**src/include/dspc_pkg.sv**
```systemverilog
// Shared constants and types for the deep-sleep power configuration block
package dspc_pkg;
  // Register byte addresses
  localparam logic [31:0] DSPC_DS_ADDR = 32'h4004_8230;
  localparam logic [31:0] DSPC_WAKE_ADDR = 32'h4004_8234;
  localparam logic [31:0] DSPC_STAT_ADDR = 32'h4004_8240;
  // Reset values
  localparam logic [15:0] DSPC_DS_RST = 16'hFFFF;
  localparam logic [15:0] DSPC_WAKE_RST = 16'h88F0;
  localparam logic [15:0] DSPC_PD_RST = 16'h80F0;
  // Writable bits of the wake-up register; others keep reset value
  localparam logic [15:0] DSPC_WAKE_WMASK = 16'h80FF;
  // Power-down controls that exist as analog blocks
  localparam logic [15:0] DSPC_PD_USED = 16'h80FF;
  // Blocks forced down in deep sleep (all but brown-out and wdt osc)
  localparam logic [15:0] DSPC_SLEEP_FORCED = 16'h80B7;
  // Permitted deep-sleep register values
  localparam logic [15:0] DSPC_DS_BOTH_ON = 16'hFFB7;
  localparam logic [15:0] DSPC_DS_BOD_OFF = 16'hFFBF;
  localparam logic [15:0] DSPC_DS_WDT_OFF = 16'hFFF7;
  localparam logic [15:0] DSPC_DS_ALL_OFF = 16'hFFFF;
  // Power-down bit positions
  localparam int DSPC_RCOUT_BIT = 0;
  localparam int DSPC_RC_BIT = 1;
  localparam int DSPC_FLASH_BIT = 2;
  localparam int DSPC_BOD_BIT = 3;
  localparam int DSPC_CONV_BIT = 4;
  localparam int DSPC_MOSC_BIT = 5;
  localparam int DSPC_WDTOSC_BIT = 6;
  localparam int DSPC_PLL_BIT = 7;
  localparam int DSPC_COMP_BIT = 15;
  // Status register bit positions
  localparam int DSPC_ST_SLEEP = 0;
  localparam int DSPC_ST_LOCK = 1;
  localparam int DSPC_ST_SRC_OSC = 2;
  localparam int DSPC_ST_SRC_RC = 3;
  localparam int DSPC_ST_DS_LEGAL = 4;
  localparam int DSPC_ST_BLOCKED = 5;
  // AXI response codes
  localparam logic [1:0] DSPC_RESP_OKAY = 2'b00;
  localparam logic [1:0] DSPC_RESP_SLVERR = 2'b10;
  typedef enum logic {DSPC_RUN, DSPC_SLEEP} dspc_state_t;
endpackage : dspc_pkg

```
**src/include/dspc_reg_if.sv**
```systemverilog
// Register access carrier between the bus slave and the register file
`timescale 1ns/10ps
interface dspc_reg_if;
  logic wr_en;
  logic [31:0] wr_addr;
  logic [31:0] wr_data;
  logic [3:0] wr_strb;
  logic wr_ok;
  logic rd_en;
  logic [31:0] rd_addr;
  logic [31:0] rd_data;
  logic rd_ok;
  modport bus (output wr_en, wr_addr, wr_data, wr_strb, rd_en, rd_addr,
               input wr_ok, rd_data, rd_ok);
  modport regs (input wr_en, wr_addr, wr_data, wr_strb, rd_en, rd_addr,
                output wr_ok, rd_data, rd_ok);
endinterface : dspc_reg_if

```
**src/logic/dspc_axi_slave.sv**
```systemverilog
// AXI4-Lite slave that turns bus transfers into register accesses
`timescale 1ns/10ps
module dspc_axi_slave import dspc_pkg::*; (
  input wire logic clk, // System clock
  input wire logic reset_n, // Synchronous reset
  input wire logic awvalid, // Write address valid
  output logic awready, // Write address ready
  input wire logic [31:0] awaddr, // Write address
  input wire logic wvalid, // Write data valid
  output logic wready, // Write data ready
  input wire logic [31:0] wdata, // Write data
  input wire logic [3:0] wstrb, // Write byte strobes
  output logic bvalid, // Write response valid
  input wire logic bready, // Write response ready
  output logic [1:0] bresp, // Write response
  input wire logic arvalid, // Read address valid
  output logic arready, // Read address ready
  input wire logic [31:0] araddr, // Read address
  output logic rvalid, // Read data valid
  input wire logic rready, // Read data ready
  output logic [31:0] rdata, // Read data
  output logic [1:0] rresp, // Read response
  dspc_reg_if.bus rif // Register side
);
  logic aw_hold_reg, aw_hold_next, w_hold_reg, w_hold_next;
  logic [31:0] aw_addr_reg, aw_addr_next, w_data_reg, w_data_next;
  logic [3:0] w_strb_reg, w_strb_next;
  logic bvalid_next, rvalid_next, awready_next, wready_next, arready_next;
  logic [1:0] bresp_next, rresp_next;
  logic [31:0] rdata_next;
  logic fire;

  assign fire = aw_hold_reg && w_hold_reg && !bvalid;
  assign rif.wr_en = fire;
  assign rif.wr_addr = aw_addr_reg;
  assign rif.wr_data = w_data_reg;
  assign rif.wr_strb = w_strb_reg;
  assign rif.rd_en = arvalid && arready;
  assign rif.rd_addr = araddr;

  always_comb begin
    aw_hold_next = aw_hold_reg;
    aw_addr_next = aw_addr_reg;
    w_hold_next = w_hold_reg;
    w_data_next = w_data_reg;
    w_strb_next = w_strb_reg;
    bvalid_next = bvalid;
    bresp_next = bresp;
    rvalid_next = rvalid;
    rresp_next = rresp;
    rdata_next = rdata;
    // Address and data may arrive in either order
    if (awvalid && awready) begin
      aw_hold_next = 1'b1;
      aw_addr_next = awaddr;
    end
    if (wvalid && wready) begin
      w_hold_next = 1'b1;
      w_data_next = wdata;
      w_strb_next = wstrb;
    end
    if (fire) begin
      aw_hold_next = 1'b0;
      w_hold_next = 1'b0;
      bvalid_next = 1'b1;
      bresp_next = rif.wr_ok ? DSPC_RESP_OKAY : DSPC_RESP_SLVERR;
    end else if (bvalid && bready) begin
      bvalid_next = 1'b0;
    end
    if (rif.rd_en) begin
      rvalid_next = 1'b1;
      rdata_next = rif.rd_ok ? rif.rd_data : 32'h0000_0000;
      rresp_next = rif.rd_ok ? DSPC_RESP_OKAY : DSPC_RESP_SLVERR;
    end else if (rvalid && rready) begin
      rvalid_next = 1'b0;
    end
    // One transfer of each kind at a time
    awready_next = !aw_hold_next && !bvalid_next;
    wready_next = !w_hold_next && !bvalid_next;
    arready_next = !rvalid_next;
  end

  always_ff @(posedge clk) begin
    if (!reset_n) begin
      aw_hold_reg <= 1'b0;
      aw_addr_reg <= 32'h0000_0000;
      w_hold_reg <= 1'b0;
      w_data_reg <= 32'h0000_0000;
      w_strb_reg <= 4'h0;
      bvalid <= 1'b0;
      bresp <= DSPC_RESP_OKAY;
      rvalid <= 1'b0;
      rresp <= DSPC_RESP_OKAY;
      rdata <= 32'h0000_0000;
      awready <= 1'b0;
      wready <= 1'b0;
      arready <= 1'b0;
    end else begin
      aw_hold_reg <= aw_hold_next;
      aw_addr_reg <= aw_addr_next;
      w_hold_reg <= w_hold_next;
      w_data_reg <= w_data_next;
      w_strb_reg <= w_strb_next;
      bvalid <= bvalid_next;
      bresp <= bresp_next;
      rvalid <= rvalid_next;
      rresp <= rresp_next;
      rdata <= rdata_next;
      awready <= awready_next;
      wready <= wready_next;
      arready <= arready_next;
    end
  end
endmodule : dspc_axi_slave

```
**src/logic/dspc_lock_guard.sv**
```systemverilog
// Keeps watchdog-protected bits unchanged while the clock lock is set
`timescale 1ns/10ps
module dspc_lock_guard import dspc_pkg::*; (
  input wire logic lock, // Watchdog clock lock
  input wire logic src_osc, // Watchdog clocked by wdt oscillator
  input wire logic src_rc, // Watchdog clocked by internal RC osc
  input wire logic [15:0] ds_old, // Current deep-sleep value
  input wire logic [15:0] ds_new, // Proposed deep-sleep value
  input wire logic [15:0] wake_old, // Current wake-up value
  input wire logic [15:0] wake_new, // Proposed wake-up value
  output logic [15:0] ds_out, // Guarded deep-sleep value
  output logic [15:0] wake_out // Guarded wake-up value
);
  logic [15:0] ds_keep, wake_keep;

  always_comb begin
    ds_keep = 16'h0000;
    wake_keep = 16'h0000;
    ds_keep[DSPC_WDTOSC_BIT] = lock && src_osc;
    wake_keep[DSPC_WDTOSC_BIT] = lock && src_osc;
    wake_keep[DSPC_RCOUT_BIT] = lock && src_rc;
    wake_keep[DSPC_RC_BIT] = lock && src_rc;
    ds_out = (ds_old & ds_keep) | (ds_new & ~ds_keep);
    wake_out = (wake_old & wake_keep) | (wake_new & ~wake_keep);
  end
endmodule : dspc_lock_guard

```
**src/logic/dspc_top.sv**
```systemverilog
// Deep-sleep and wake-up power configuration registers with sleep sequencing
// Function
// - Deep-sleep bit 6 writes ignored while locked on wdt osc clock.
// - Wake-up bit 6 writes ignored while locked on wdt osc clock.
// - Wake-up bits 0 and 1 ignored while locked on RC clock.
// - Deep-sleep bit 3 powers brown-out detector in sleep; resets to 1.
// - Deep-sleep bit 6 powers wdt oscillator in sleep; resets to 1.
// - Wake-up register picks blocks powered on leaving deep sleep.
// - Wake-up bits 0 to 3 control RC out, RC, flash, brown-out; reset 0.
// - Wake-up bits 4-7 and 15 control other blocks; reset 1.
// - Deep sleep shuts all blocks but brown-out and wdt oscillator.
//
// Our own choice: register access over AXI4-Lite.
`timescale 1ns/10ps
module dspc_top import dspc_pkg::*; (
  input wire logic clk, // System clock, 20 MHz
  input wire logic reset_n, // Synchronous reset
  input wire logic awvalid, // Write address valid
  output logic awready, // Write address ready
  input wire logic [31:0] awaddr, // Write address
  input wire logic wvalid, // Write data valid
  output logic wready, // Write data ready
  input wire logic [31:0] wdata, // Write data
  input wire logic [3:0] wstrb, // Write byte strobes
  output logic bvalid, // Write response valid
  input wire logic bready, // Write response ready
  output logic [1:0] bresp, // Write response
  input wire logic arvalid, // Read address valid
  output logic arready, // Read address ready
  input wire logic [31:0] araddr, // Read address
  output logic rvalid, // Read data valid
  input wire logic rready, // Read data ready
  output logic [31:0] rdata, // Read data
  output logic [1:0] rresp, // Read response
  input wire logic wdt_clock_lock, // Watchdog mode bit 5
  input wire logic wdt_src_osc, // Watchdog clocked by wdt oscillator
  input wire logic wdt_src_rc, // Watchdog clocked by internal RC osc
  input wire logic sleep_enter, // Pulse: enter deep sleep
  input wire logic sleep_exit, // Pulse: leave deep sleep
  output logic [15:0] analog_pd, // Active power-down controls
  output logic in_deep_sleep // High while in deep sleep
);
  dspc_reg_if rif();

  dspc_state_t state_reg, state_next;
  logic [15:0] ds_reg, ds_next, wake_reg, wake_next;
  logic [15:0] pd_next;
  logic sleep_next;
  logic blocked_reg, blocked_next;
  logic ds_hit, wake_hit, stat_hit;
  logic [15:0] wr_merge, ds_cand, wake_cand, ds_guard, wake_guard;
  logic ds_legal, guard_active_ds, guard_active_wake;
  logic [15:0] sleep_pd;
  logic [31:0] status_word;

  dspc_axi_slave u_axi (
    .clk(clk),
    .reset_n(reset_n),
    .awvalid(awvalid),
    .awready(awready),
    .awaddr(awaddr),
    .wvalid(wvalid),
    .wready(wready),
    .wdata(wdata),
    .wstrb(wstrb),
    .bvalid(bvalid),
    .bready(bready),
    .bresp(bresp),
    .arvalid(arvalid),
    .arready(arready),
    .araddr(araddr),
    .rvalid(rvalid),
    .rready(rready),
    .rdata(rdata),
    .rresp(rresp),
    .rif(rif.bus)
  );

  dspc_lock_guard u_guard (
    .lock(wdt_clock_lock),
    .src_osc(wdt_src_osc),
    .src_rc(wdt_src_rc),
    .ds_old(ds_reg),
    .ds_new(ds_cand),
    .wake_old(wake_reg),
    .wake_new(wake_cand),
    .ds_out(ds_guard),
    .wake_out(wake_guard)
  );

  assign ds_hit = rif.wr_addr == DSPC_DS_ADDR;
  assign wake_hit = rif.wr_addr == DSPC_WAKE_ADDR;
  assign stat_hit = rif.wr_addr == DSPC_STAT_ADDR;
  assign rif.wr_ok = ds_hit || wake_hit || stat_hit;

  // Legal deep-sleep value depends on the lock state
  assign ds_legal = wdt_clock_lock ?
      (ds_reg == DSPC_DS_BOTH_ON || ds_reg == DSPC_DS_BOD_OFF) :
      (ds_reg == DSPC_DS_BOTH_ON || ds_reg == DSPC_DS_BOD_OFF ||
       ds_reg == DSPC_DS_WDT_OFF || ds_reg == DSPC_DS_ALL_OFF);
  assign guard_active_ds = wdt_clock_lock && wdt_src_osc;
  assign guard_active_wake = wdt_clock_lock && (wdt_src_osc || wdt_src_rc);

  // Byte lanes above bit 15 hold no storage
  always_comb begin
    wr_merge = ds_hit ? ds_reg : wake_reg;
    if (rif.wr_strb[0]) begin
      wr_merge[7:0] = rif.wr_data[7:0];
    end
    if (rif.wr_strb[1]) begin
      wr_merge[15:8] = rif.wr_data[15:8];
    end
    ds_cand = wr_merge;
    wake_cand = (wr_merge & DSPC_WAKE_WMASK) | (wake_reg & ~DSPC_WAKE_WMASK);
  end

  always_comb begin
    ds_next = ds_reg;
    wake_next = wake_reg;
    blocked_next = blocked_reg;
    if (rif.wr_en && ds_hit) begin
      ds_next = ds_guard;
    end
    if (rif.wr_en && wake_hit) begin
      wake_next = wake_guard;
    end
    if (rif.wr_en && stat_hit && rif.wr_data[DSPC_ST_BLOCKED]) begin
      blocked_next = 1'b0;
    end
    // Set wins over a clear in the same cycle
    if (rif.wr_en && ((ds_hit && guard_active_ds) ||
        (wake_hit && guard_active_wake))) begin
      blocked_next = 1'b1;
    end
  end

  // Sleep image: every block down except the two kept by configuration
  always_comb begin
    sleep_pd = DSPC_SLEEP_FORCED;
    sleep_pd[DSPC_BOD_BIT] = ds_reg[DSPC_BOD_BIT];
    sleep_pd[DSPC_WDTOSC_BIT] = ds_reg[DSPC_WDTOSC_BIT];
  end

  always_comb begin
    state_next = state_reg;
    pd_next = analog_pd;
    unique case (state_reg)
      DSPC_RUN: begin
        if (sleep_enter) begin
          state_next = DSPC_SLEEP;
          pd_next = sleep_pd;
        end
      end
      DSPC_SLEEP: begin
        if (sleep_exit) begin
          state_next = DSPC_RUN;
          pd_next = wake_reg & DSPC_PD_USED;
        end
      end
    endcase
    sleep_next = state_next == DSPC_SLEEP;
  end

  always_comb begin
    status_word = 32'h0000_0000;
    status_word[DSPC_ST_SLEEP] = in_deep_sleep;
    status_word[DSPC_ST_LOCK] = wdt_clock_lock;
    status_word[DSPC_ST_SRC_OSC] = wdt_src_osc;
    status_word[DSPC_ST_SRC_RC] = wdt_src_rc;
    status_word[DSPC_ST_DS_LEGAL] = ds_legal;
    status_word[DSPC_ST_BLOCKED] = blocked_reg;
  end

  always_comb begin
    rif.rd_ok = 1'b1;
    unique case (rif.rd_addr)
      DSPC_DS_ADDR: rif.rd_data = {16'h0000, ds_reg};
      DSPC_WAKE_ADDR: rif.rd_data = {16'h0000, wake_reg};
      DSPC_STAT_ADDR: rif.rd_data = status_word;
      default: begin
        rif.rd_data = 32'h0000_0000;
        rif.rd_ok = 1'b0;
      end
    endcase
  end

  always_ff @(posedge clk) begin
    if (!reset_n) begin
      ds_reg <= DSPC_DS_RST;
      wake_reg <= DSPC_WAKE_RST;
      blocked_reg <= 1'b0;
      state_reg <= DSPC_RUN;
      analog_pd <= DSPC_PD_RST;
      in_deep_sleep <= 1'b0;
    end else begin
      ds_reg <= ds_next;
      wake_reg <= wake_next;
      blocked_reg <= blocked_next;
      state_reg <= state_next;
      analog_pd <= pd_next;
      in_deep_sleep <= sleep_next;
    end
  end

  ds_osc_lock_a: assert property (
    @(posedge clk) disable iff (!reset_n)
    (rif.wr_en && ds_hit && wdt_clock_lock && wdt_src_osc)
      |=> ds_reg[DSPC_WDTOSC_BIT] == $past(ds_reg[DSPC_WDTOSC_BIT]))
    else $error("deep-sleep wdt osc bit changed while locked");

  wake_osc_lock_a: assert property (
    @(posedge clk) disable iff (!reset_n)
    (rif.wr_en && wake_hit && wdt_clock_lock && wdt_src_osc)
      |=> $stable(wake_reg[DSPC_WDTOSC_BIT]))
    else $error("wake-up wdt osc bit changed while locked");

  wake_rc_lock_a: assert property (
    @(posedge clk) disable iff (!reset_n)
    (rif.wr_en && wake_hit && wdt_clock_lock && wdt_src_rc)
      |=> wake_reg[1:0] == $past(wake_reg[1:0]))
    else $error("wake-up RC bits changed while locked");

  sleep_bod_a: assert property (
    @(posedge clk) disable iff (!reset_n)
    (state_reg == DSPC_RUN && sleep_enter)
      |=> in_deep_sleep && analog_pd[DSPC_BOD_BIT] ==
          $past(ds_reg[DSPC_BOD_BIT]))
    else $error("brown-out control not taken from deep-sleep register");

  sleep_wdt_osc_a: assert property (
    @(posedge clk) disable iff (!reset_n)
    (state_reg == DSPC_RUN && sleep_enter)
      |=> analog_pd[DSPC_WDTOSC_BIT] == $past(ds_reg[DSPC_WDTOSC_BIT]))
    else $error("wdt osc control not taken from deep-sleep register");

  sleep_forced_a: assert property (
    @(posedge clk) disable iff (!reset_n)
    in_deep_sleep |-> (analog_pd & DSPC_SLEEP_FORCED) == DSPC_SLEEP_FORCED)
    else $error("analog block left powered in deep sleep");

  wake_apply_a: assert property (
    @(posedge clk) disable iff (!reset_n)
    (state_reg == DSPC_SLEEP && sleep_exit)
      |=> !in_deep_sleep && analog_pd == ($past(wake_reg) & DSPC_PD_USED))
    else $error("wake-up configuration not applied on exit");

  wake_low_rst_a: assert property (
    @(posedge clk)
    !reset_n |=> wake_reg[3:0] == 4'h0 && ds_reg == DSPC_DS_RST)
    else $error("wake-up low bits or deep-sleep reset value wrong");

  wake_high_rst_a: assert property (
    @(posedge clk)
    !reset_n |=> wake_reg[7:4] == 4'hF && wake_reg[DSPC_COMP_BIT])
    else $error("wake-up high bits reset value wrong");

  blocked_set_a: assert property (
    @(posedge clk) disable iff (!reset_n)
    (rif.wr_en && ds_hit && guard_active_ds) |=> blocked_reg)
    else $error("blocked-write flag not set");

  wake_blocked_a: assert property (
    @(posedge clk) disable iff (!reset_n)
    (rif.wr_en && wake_hit && guard_active_wake) |=> blocked_reg)
    else $error("blocked-write flag not set by wake-up write");

  blocked_clear_a: assert property (
    @(posedge clk) disable iff (!reset_n)
    (rif.wr_en && stat_hit && rif.wr_data[DSPC_ST_BLOCKED])
      |=> !blocked_reg)
    else $error("blocked-write flag not cleared");

  sleep_hold_a: assert property (
    @(posedge clk) disable iff (!reset_n)
    (state_reg == DSPC_SLEEP && !sleep_exit) |=> $stable(analog_pd))
    else $error("power-down controls moved during deep sleep");

  run_hold_a: assert property (
    @(posedge clk) disable iff (!reset_n)
    (state_reg == DSPC_RUN && !sleep_enter) |=> $stable(analog_pd))
    else $error("power-down controls moved while running");

  ds_bod_write_a: assert property (
    @(posedge clk) disable iff (!reset_n)
    (rif.wr_en && ds_hit)
      |=> ds_reg[DSPC_BOD_BIT] == $past(ds_cand[DSPC_BOD_BIT]))
    else $error("deep-sleep brown-out bit write lost");

  wake_fixed_a: assert property (
    @(posedge clk) disable iff (!reset_n)
    (wake_reg & ~DSPC_WAKE_WMASK) == (DSPC_WAKE_RST & ~DSPC_WAKE_WMASK))
    else $error("wake-up reserved bits changed");

  rd_unmapped_a: assert property (
    @(posedge clk) disable iff (!reset_n)
    (rif.rd_en && !rif.rd_ok)
      |=> rvalid && rresp == DSPC_RESP_SLVERR && rdata == 32'h0000_0000)
    else $error("unmapped read not answered with an error");
endmodule : dspc_top

```
**config.mk**
```make
export PLATFORM = sky130hd
export DESIGN_NAME = dspc_top
export DESIGN_NICKNAME = d
export VERILOG_FILES = /design/src/include/dspc_pkg.sv /design/src/include/dspc_reg_if.sv /design/src/logic/dspc_axi_slave.sv /design/src/logic/dspc_lock_guard.sv /design/src/logic/dspc_top.sv
export SDC_FILE = /design/constraint.sdc
export NUM_CORES = 1
export LEC_CHECK = 0
export ABC_AREA = 1
export BUFFER_PORTS_ARGS = -buffer_cell sky130_fd_sc_hd__buf_2
export CORE_MARGIN = 4
export CORE_UTILIZATION = 37
export DETAILED_ROUTE_END_ITERATION = 16
export MAX_ROUTING_LAYER = met4
export PLACE_DENSITY = 0.6
export SLEW_MARGIN = 20
export SYNTH_ARGS = -nofsm -noshare
export SYNTH_HDL_FRONTEND = slang
export SYNTH_HIERARCHICAL = 1
export SYNTH_SLANG_ARGS = --single-unit
```
**constraint.sdc**
```tcl
create_clock -name clk -period 2.3 [get_ports clk]
set_clock_uncertainty 0.1 [all_clocks]
set_input_delay 0.115 -clock clk [delete_from_list [all_inputs] [get_ports clk]]
set_output_delay 0.115 -clock clk [all_outputs]
set_load 0.02 [all_outputs]
```
==> results.sh, run 1 <==
export IMPL_diodes=0
export IMPL_fp_dieW_um=144
export IMPL_row_count=49
export IMPL_p_leak_nw=3.98
export IMPL_reg2reg_from="u_axi/rif.wr_addr[19]$_SDFFE_PN0P_"
export IMPL_postCtsSetupRepairBufs=0
export IMPL_clk_path_buf_depth=2
export IMPL_regToRegSetupSlack_ps=380
export IMPL_endpoint="wake_reg[0]$_SDFFE_PN0P_"
export IMPL_die_y_um=144
export IMPL_drt_wl_total_um=17100
export IMPL_multi_input_area_um2=3030
export IMPL_syn_area_per_cell_um2=6.97
export IMPL_first_pass_iters=5
export IMPL_dr_first_iter_drc_count=354
export IMPL_hold_class="in2reg"
export IMPL_cts_root_buf="clkbuf_16"
export IMPL_postSynthCellCount=979
export IMPL_cts_resized_gates=0
export IMPL_antenna_found_initial=0
export IMPL_place_congestion=0.845
export IMPL_startpoint_type="register"
export IMPL_reg2reg_to="wake_reg[0]$_SDFFE_PN0P_"
export IMPL_crit_fanout=18
export IMPL_fp_coreArea_um2=18000
export IMPL_floorplan_die_area_um2=20700
export IMPL_vias=6259
export IMPL_worstPathRequired_ps=2540
export IMPL_vdd_drop_max_v=0.000495
export IMPL_numCtsBuffers=17
export IMPL_clock_latency_ps=410
export IMPL_io_buffers=142
export IMPL_worst_slew_pin_slew_ps=554
export IMPL_cts_tree="yes"
export IMPL_fin_crit_ps=1920
export IMPL_fin_util_pct=46.6
export IMPL_grt_pass1_vias=5626
export IMPL_clock_sinks=134
export IMPL_start_util_pct=37.8
export IMPL_nFillCells=1901
export IMPL_power_mw=6.20
export IMPL_num_io_pins=170
export IMPL_h_tree_depth=4
export IMPL_antenna_left=0
export IMPL_slew_violations=0
export IMPL_grt_start_max_net_pins=37
export IMPL_grt_overflow_total=0
export IMPL_p_per_area_nw_per_um2=739
export IMPL_r2r_cells=12
export IMPL_maxCapViolCount=0
export IMPL_startpoint="u_axi/rif.wr_addr[19]$_SDFFE_PN0P_"
export IMPL_fin_tns_setup_ps=0
export IMPL_via_per_inst=4.61
export IMPL_drc=0
export IMPL_register_area_um2=2680
export IMPL_path_class="reg2reg"
export IMPL_synth_warnings=6
export IMPL_clkTransAtPathRegs_ps=60
export IMPL_wire_per_inst_um=12.6
export IMPL_finalHoldViolations=0
export IMPL_setup_viol=0
export IMPL_fmax_mhz=520
export IMPL_netlist_area_um2=6820
export IMPL_grtUsageTotal_pct=17.2
export IMPL_relSlewSlack_pct=63.0
export IMPL_post_dp_hpwl_um=11700
export IMPL_cp_arrival_ps=2160
export IMPL_run_status="complete, no violations"
export IMPL_grt_pass1_wl_um=27900
export IMPL_worst_setup_path_end_kind="register"
export IMPL_drive_gt1_share_pct=20.7
export IMPL_period_share_pct=83.6
export IMPL_final_nets=1227
export IMPL_syn_to_final_growth_pct=23.0
export IMPL_rsz0062_at_grt="false"
## per-layer routing
metal	up-vias	GRT usage (%)	wire [um]
met1	2765	22.7	8020
met3	15	3.59	1250
met4	0	4.91	194
met5	-	-	0
li1	3265	-	-
met2	214	26.7	7640
## cells in the final DEF, fill, tap and decap left out, types with 2 or more instances in the layout
master	count
nand2_1	252
nor2_1	154
buf_2	142
dfxtp_1	134
inv_1	80
o21ai_0	63
nand3_1	60
dlygate4sd3_1	54
conb_1	25
a21oi_1	20
a21oi_2	20
a31oi_1	17
clkbuf_16	17
buf_4	16
o211ai_1	11
o21ai_1	10
bufinv_16	6
inv_2	5
nand4_1	4
nand3b_1	3
o221a_2	3
clkinv_2	3
nor2_4	2
nand2_4	2
nor3_2	2
nor3_1	2
nor3_4	2
nand3_2	2
clkinv_4	2
clkinvlp_4	2
## worst max-delay path, cell delays in order, from the launching register on
cell and delay [ps]:
dfxtp_1 310, inv_1 50, nand2_1 40, nor2_1 120, nand2_1 110, nor2_4 210, buf_4 280, nand3_1 100
a31oi_1 240, nand2_1 80, nand2_1 60, nand2_1 50, a21oi_1 110
## how the worst min path moves through the flow
| stage | endpoint | cells after the start | slack [ps] | from |
|---|---|---|---|---|
| floorplan | wake_reg[0]$_SDFFE_PN0P_ | 2 | 140 | reset_n |
| finish | wake_reg[1]$_SDFFE_PN0P_ | 5 | 20 | wdt_src_rc |
| CTS | wake_reg[1]$_SDFFE_PN0P_ | 5 | 0.2 | wdt_src_rc |
| global route | wake_reg[1]$_SDFFE_PN0P_ | 5 | 30 | wdt_src_rc |
| detailed placement | u_axi/rif.wr_addr[3]$_SDFFE_PN0P_ | 3 | 260 | awaddr[3] |
| global placement | u_axi/rif.wr_addr[3]$_SDFFE_PN0P_ | 3 | 250 | awaddr[3] |
## stage by stage
step                cell area [um2]  hold WS, ps  cells  setup slack, ps
CTS                            8390        0.156   1357              385
detailed placement             7180          264   1271              240
finish                         8390         18.0   1357              376
global route                   8390         27.1   1357              209
floorplan                      6910          144   1002              440
global placement               7180          255   1271              262
## repair_timing
item / 4_1_cts / 5_1_grt
setup endpoints to repair: 0 / 0
hold buffers: 54 / 0
endpoints found under the hold margin: 56 / 0
## layout make-up
class	count	area share, %
sequential	134	32.0
timing repair buffer	213	16.6
tap	229	3.41
inverter	86	3.91
multi-input combinational	663	36.1
clock inverter	13	2.71
clock buffer	19	5.28
## where the power goes
group | switching [mW] | internal (mW) | total, mW
Sequential | 0.0550 | 2.43 | 2.48
Clock | 1.02 | 2.06 | 3.08
Combinational | 0.374 | 0.268 | 0.643
Total | 1.45 | 4.75 | 6.20
No activity file was read; power rests on OpenSTA's default activity.
==> inputs of run 2 (changes only) <==
clock period = 1.85 ns   (was 2.3 ns; I/O delays follow)
==> results.sh, run 2 (synthesis results as in run 1) <==
export IMPL_run_status="complete, no violations"
export IMPL_fp_coreArea_um2=18000
export IMPL_fin_hold_ws_ps=36.5
export IMPL_fin_tns_setup_ps=0
export IMPL_final_cell_mix="nand2_1, nor2_1, buf_2"
export IMPL_hold_class="in2reg"
export IMPL_slowest_delay_ps=320
export IMPL_startpoint="u_axi/rif.wr_addr[3]$_SDFFE_PN0P_"
export IMPL_final_cell_area_um2=8850
export IMPL_cp_depth=12
export IMPL_crit_fanout=8
export IMPL_path_cells="inv_2, nand2_2, nor2_4, nand2_2, nor2_4, buf_12, nand3_1, a31oi_1, nand2_1, nand2_1, nand2_1, o211ai_1"
export IMPL_row_count=49
export IMPL_placed_area_um2=7300
export IMPL_startpoint_type="register"
export IMPL_cp_arrival_ps=2030
export IMPL_wire_per_inst_um=12.8
export IMPL_path_class="reg2reg"
export IMPL_dr_first_iter_drc_count=320
export IMPL_worst_slew_pin_slew_ps=543
export IMPL_drive_gt1_share_pct=26.0
export IMPL_antenna_found_initial=0
export IMPL_slew_violations=0
export IMPL_post_dp_hpwl_um=11800
export IMPL_grt_start_max_net_pins=50
export IMPL_worstPathRequired_ps=2090
export IMPL_finalHoldViolations=0
export IMPL_die_y_um=144
export IMPL_p_per_area_nw_per_um2=825
export IMPL_maxCapViolCount=0
export IMPL_period_share_pct=97.0
export IMPL_endpoint="ds_reg[6]$_SDFFE_PN1P_"
export IMPL_cts_root_buf="clkbuf_16"
export IMPL_reg2reg_to="ds_reg[6]$_SDFFE_PN1P_"
export IMPL_num_io_pins=170
export IMPL_regToRegSetupSlack_ps=60
export IMPL_vias=6385
export IMPL_r2r_cells=12
export IMPL_vdd_drop_max_v=0.000602
export IMPL_clock_sinks=134
export IMPL_drt_wl_total_um=17800
export IMPL_syn_to_final_growth_pct=29.8
export IMPL_p_leak_nw=4.12
export IMPL_floorplan_die_area_um2=20700
export IMPL_first_pass_iters=6
export IMPL_fin_util_pct=49.1
export IMPL_cts_tree="yes"
export IMPL_diodes=0
export IMPL_slowest_stage="dfxtp_2"
export IMPL_final_nets=1257
export IMPL_reg2reg_from="u_axi/rif.wr_addr[3]$_SDFFE_PN0P_"
export IMPL_nFillCells=1863
export IMPL_h_tree_depth=4
export IMPL_fmax_mhz=558
export IMPL_via_per_inst=4.60
export IMPL_grt_pass1_wl_um=27900
export IMPL_grt_pass1_vias=5683
export IMPL_fp_dieW_um=144
export IMPL_met2_usage_pct=26.3
export IMPL_grt_overflow_total=0
export IMPL_cpLargestDelayFamily="simple AND/OR/NAND/NOR gates"
export IMPL_grtUsageTotal_pct=17.2
export IMPL_worst_setup_path_end_kind="register"
export IMPL_fin_crit_ps=1790
export IMPL_layout_commonest_cell="nand2_1"
export IMPL_rsz0062_at_grt="true"
export IMPL_cpMostUsedCell="nand2_1"
export IMPL_start_util_pct=37.8
export IMPL_grt_util_met1_pct=23.2
export IMPL_numCtsBuffers=17
export IMPL_clk_path_buf_depth=2
export IMPL_place_congestion=0.846
export IMPL_grt_use_met3_pct=3.36
export IMPL_io_buffers=142
export IMPL_top_usage_layer="met2"
export IMPL_setup_viol=0
export IMPL_drc=0
export IMPL_clock_latency_ps=420
export IMPL_antenna_left=0
export IMPL_clkTransAtPathRegs_ps=60
export IMPL_crit_buf_inv=2
export IMPL_relSlewSlack_pct=63.8
## run 2: changes by cell type in the layout (fill, tap and decap cells not counted), sizes merged
cell / previous run / this run
clkinvlp: 2 / 4
buf: 159 / 182
clkinv: 5 / 6
clkbuf: 19 / 21
bufinv: 6 / 2
nand2: 255 / 257
dlygate4sd3: 54 / 57
inv: 86 / 87
## run 2: timing repair
action | CTS | global route
gates resized for setup | 0 | 55
hold buffers | 57 | 0
setup endpoints to repair | 0 | 31
hold endpoints to repair | 65 | 0
buffers inserted | 0 | 14
## run 2: worst min path at each step
stage / startpoint / cells after the start / endpoint / slack, ps
after detailed placement: wdata[7] / 3 / u_axi/rif.wr_data[7]$_SDFFE_PN0P_ / 240
after global placement: awaddr[24] / 3 / u_axi/rif.wr_addr[24]$_SDFFE_PN0P_ / 240
final: arvalid / 4 / u_axi/rdata[8]$_SDFFE_PN0P_ / 40
after floorplan: reset_n / 2 / wake_reg[0]$_SDFFE_PN0P_ / 120
after global routing: wdt_src_osc / 5 / wake_reg[6]$_SDFFE_PN1P_ / 50
after CTS: wdt_src_osc / 5 / wake_reg[6]$_SDFFE_PN1P_ / 10
## run 2: layer usage
metal	vias to the layer above	wire, um
met1	2821	8520
met4	0	317
met3	28	1110
li1	3350	-
met2	186	7830
met5	-	0
## run 2: cell type report
| class | instances | area [um2] | share of cell area (%) |
|---|---|---|---|
| inverter | 86 | 329 | 3.72 |
| tap | 229 | 287 | 3.24 |
| multi-input combinational | 665 | 3210 | 36.3 |
| clock inverter | 13 | 148 | 1.67 |
| sequential | 134 | 2690 | 30.4 |
| timing repair buffer | 241 | 1740 | 19.6 |
| clock buffer | 19 | 443 | 5.00 |
## run 2: power breakdown
part / total (mW) / switching [mW] / internal (mW)
sequential: 3.09 / 0.0714 / 3.02
clock: 3.36 / 1.33 / 2.03
combinational: 0.853 / 0.489 / 0.364
total: 7.30 / 1.89 / 5.41
## run 2: tightest hold or removal path, delay by kind of cell
kind | cells | cell delay (ps)
simple gates | 2 | 250
buf+inv | 1 | 100
compound gates | 1 | 60
## run 2: through the flow
stage / setup WS, ps / std cells / power, mW
after detailed placement: 29.8 / 1280 / 3.87
after global routing: -38.3 / 1387 / 7.62
final: 56.3 / 1387 / 7.30
after CTS: 11.5 / 1369 / 7.35
after floorplan: 12.8 / 1002 / 3.74
after global placement: 51.9 / 1280 / 3.86
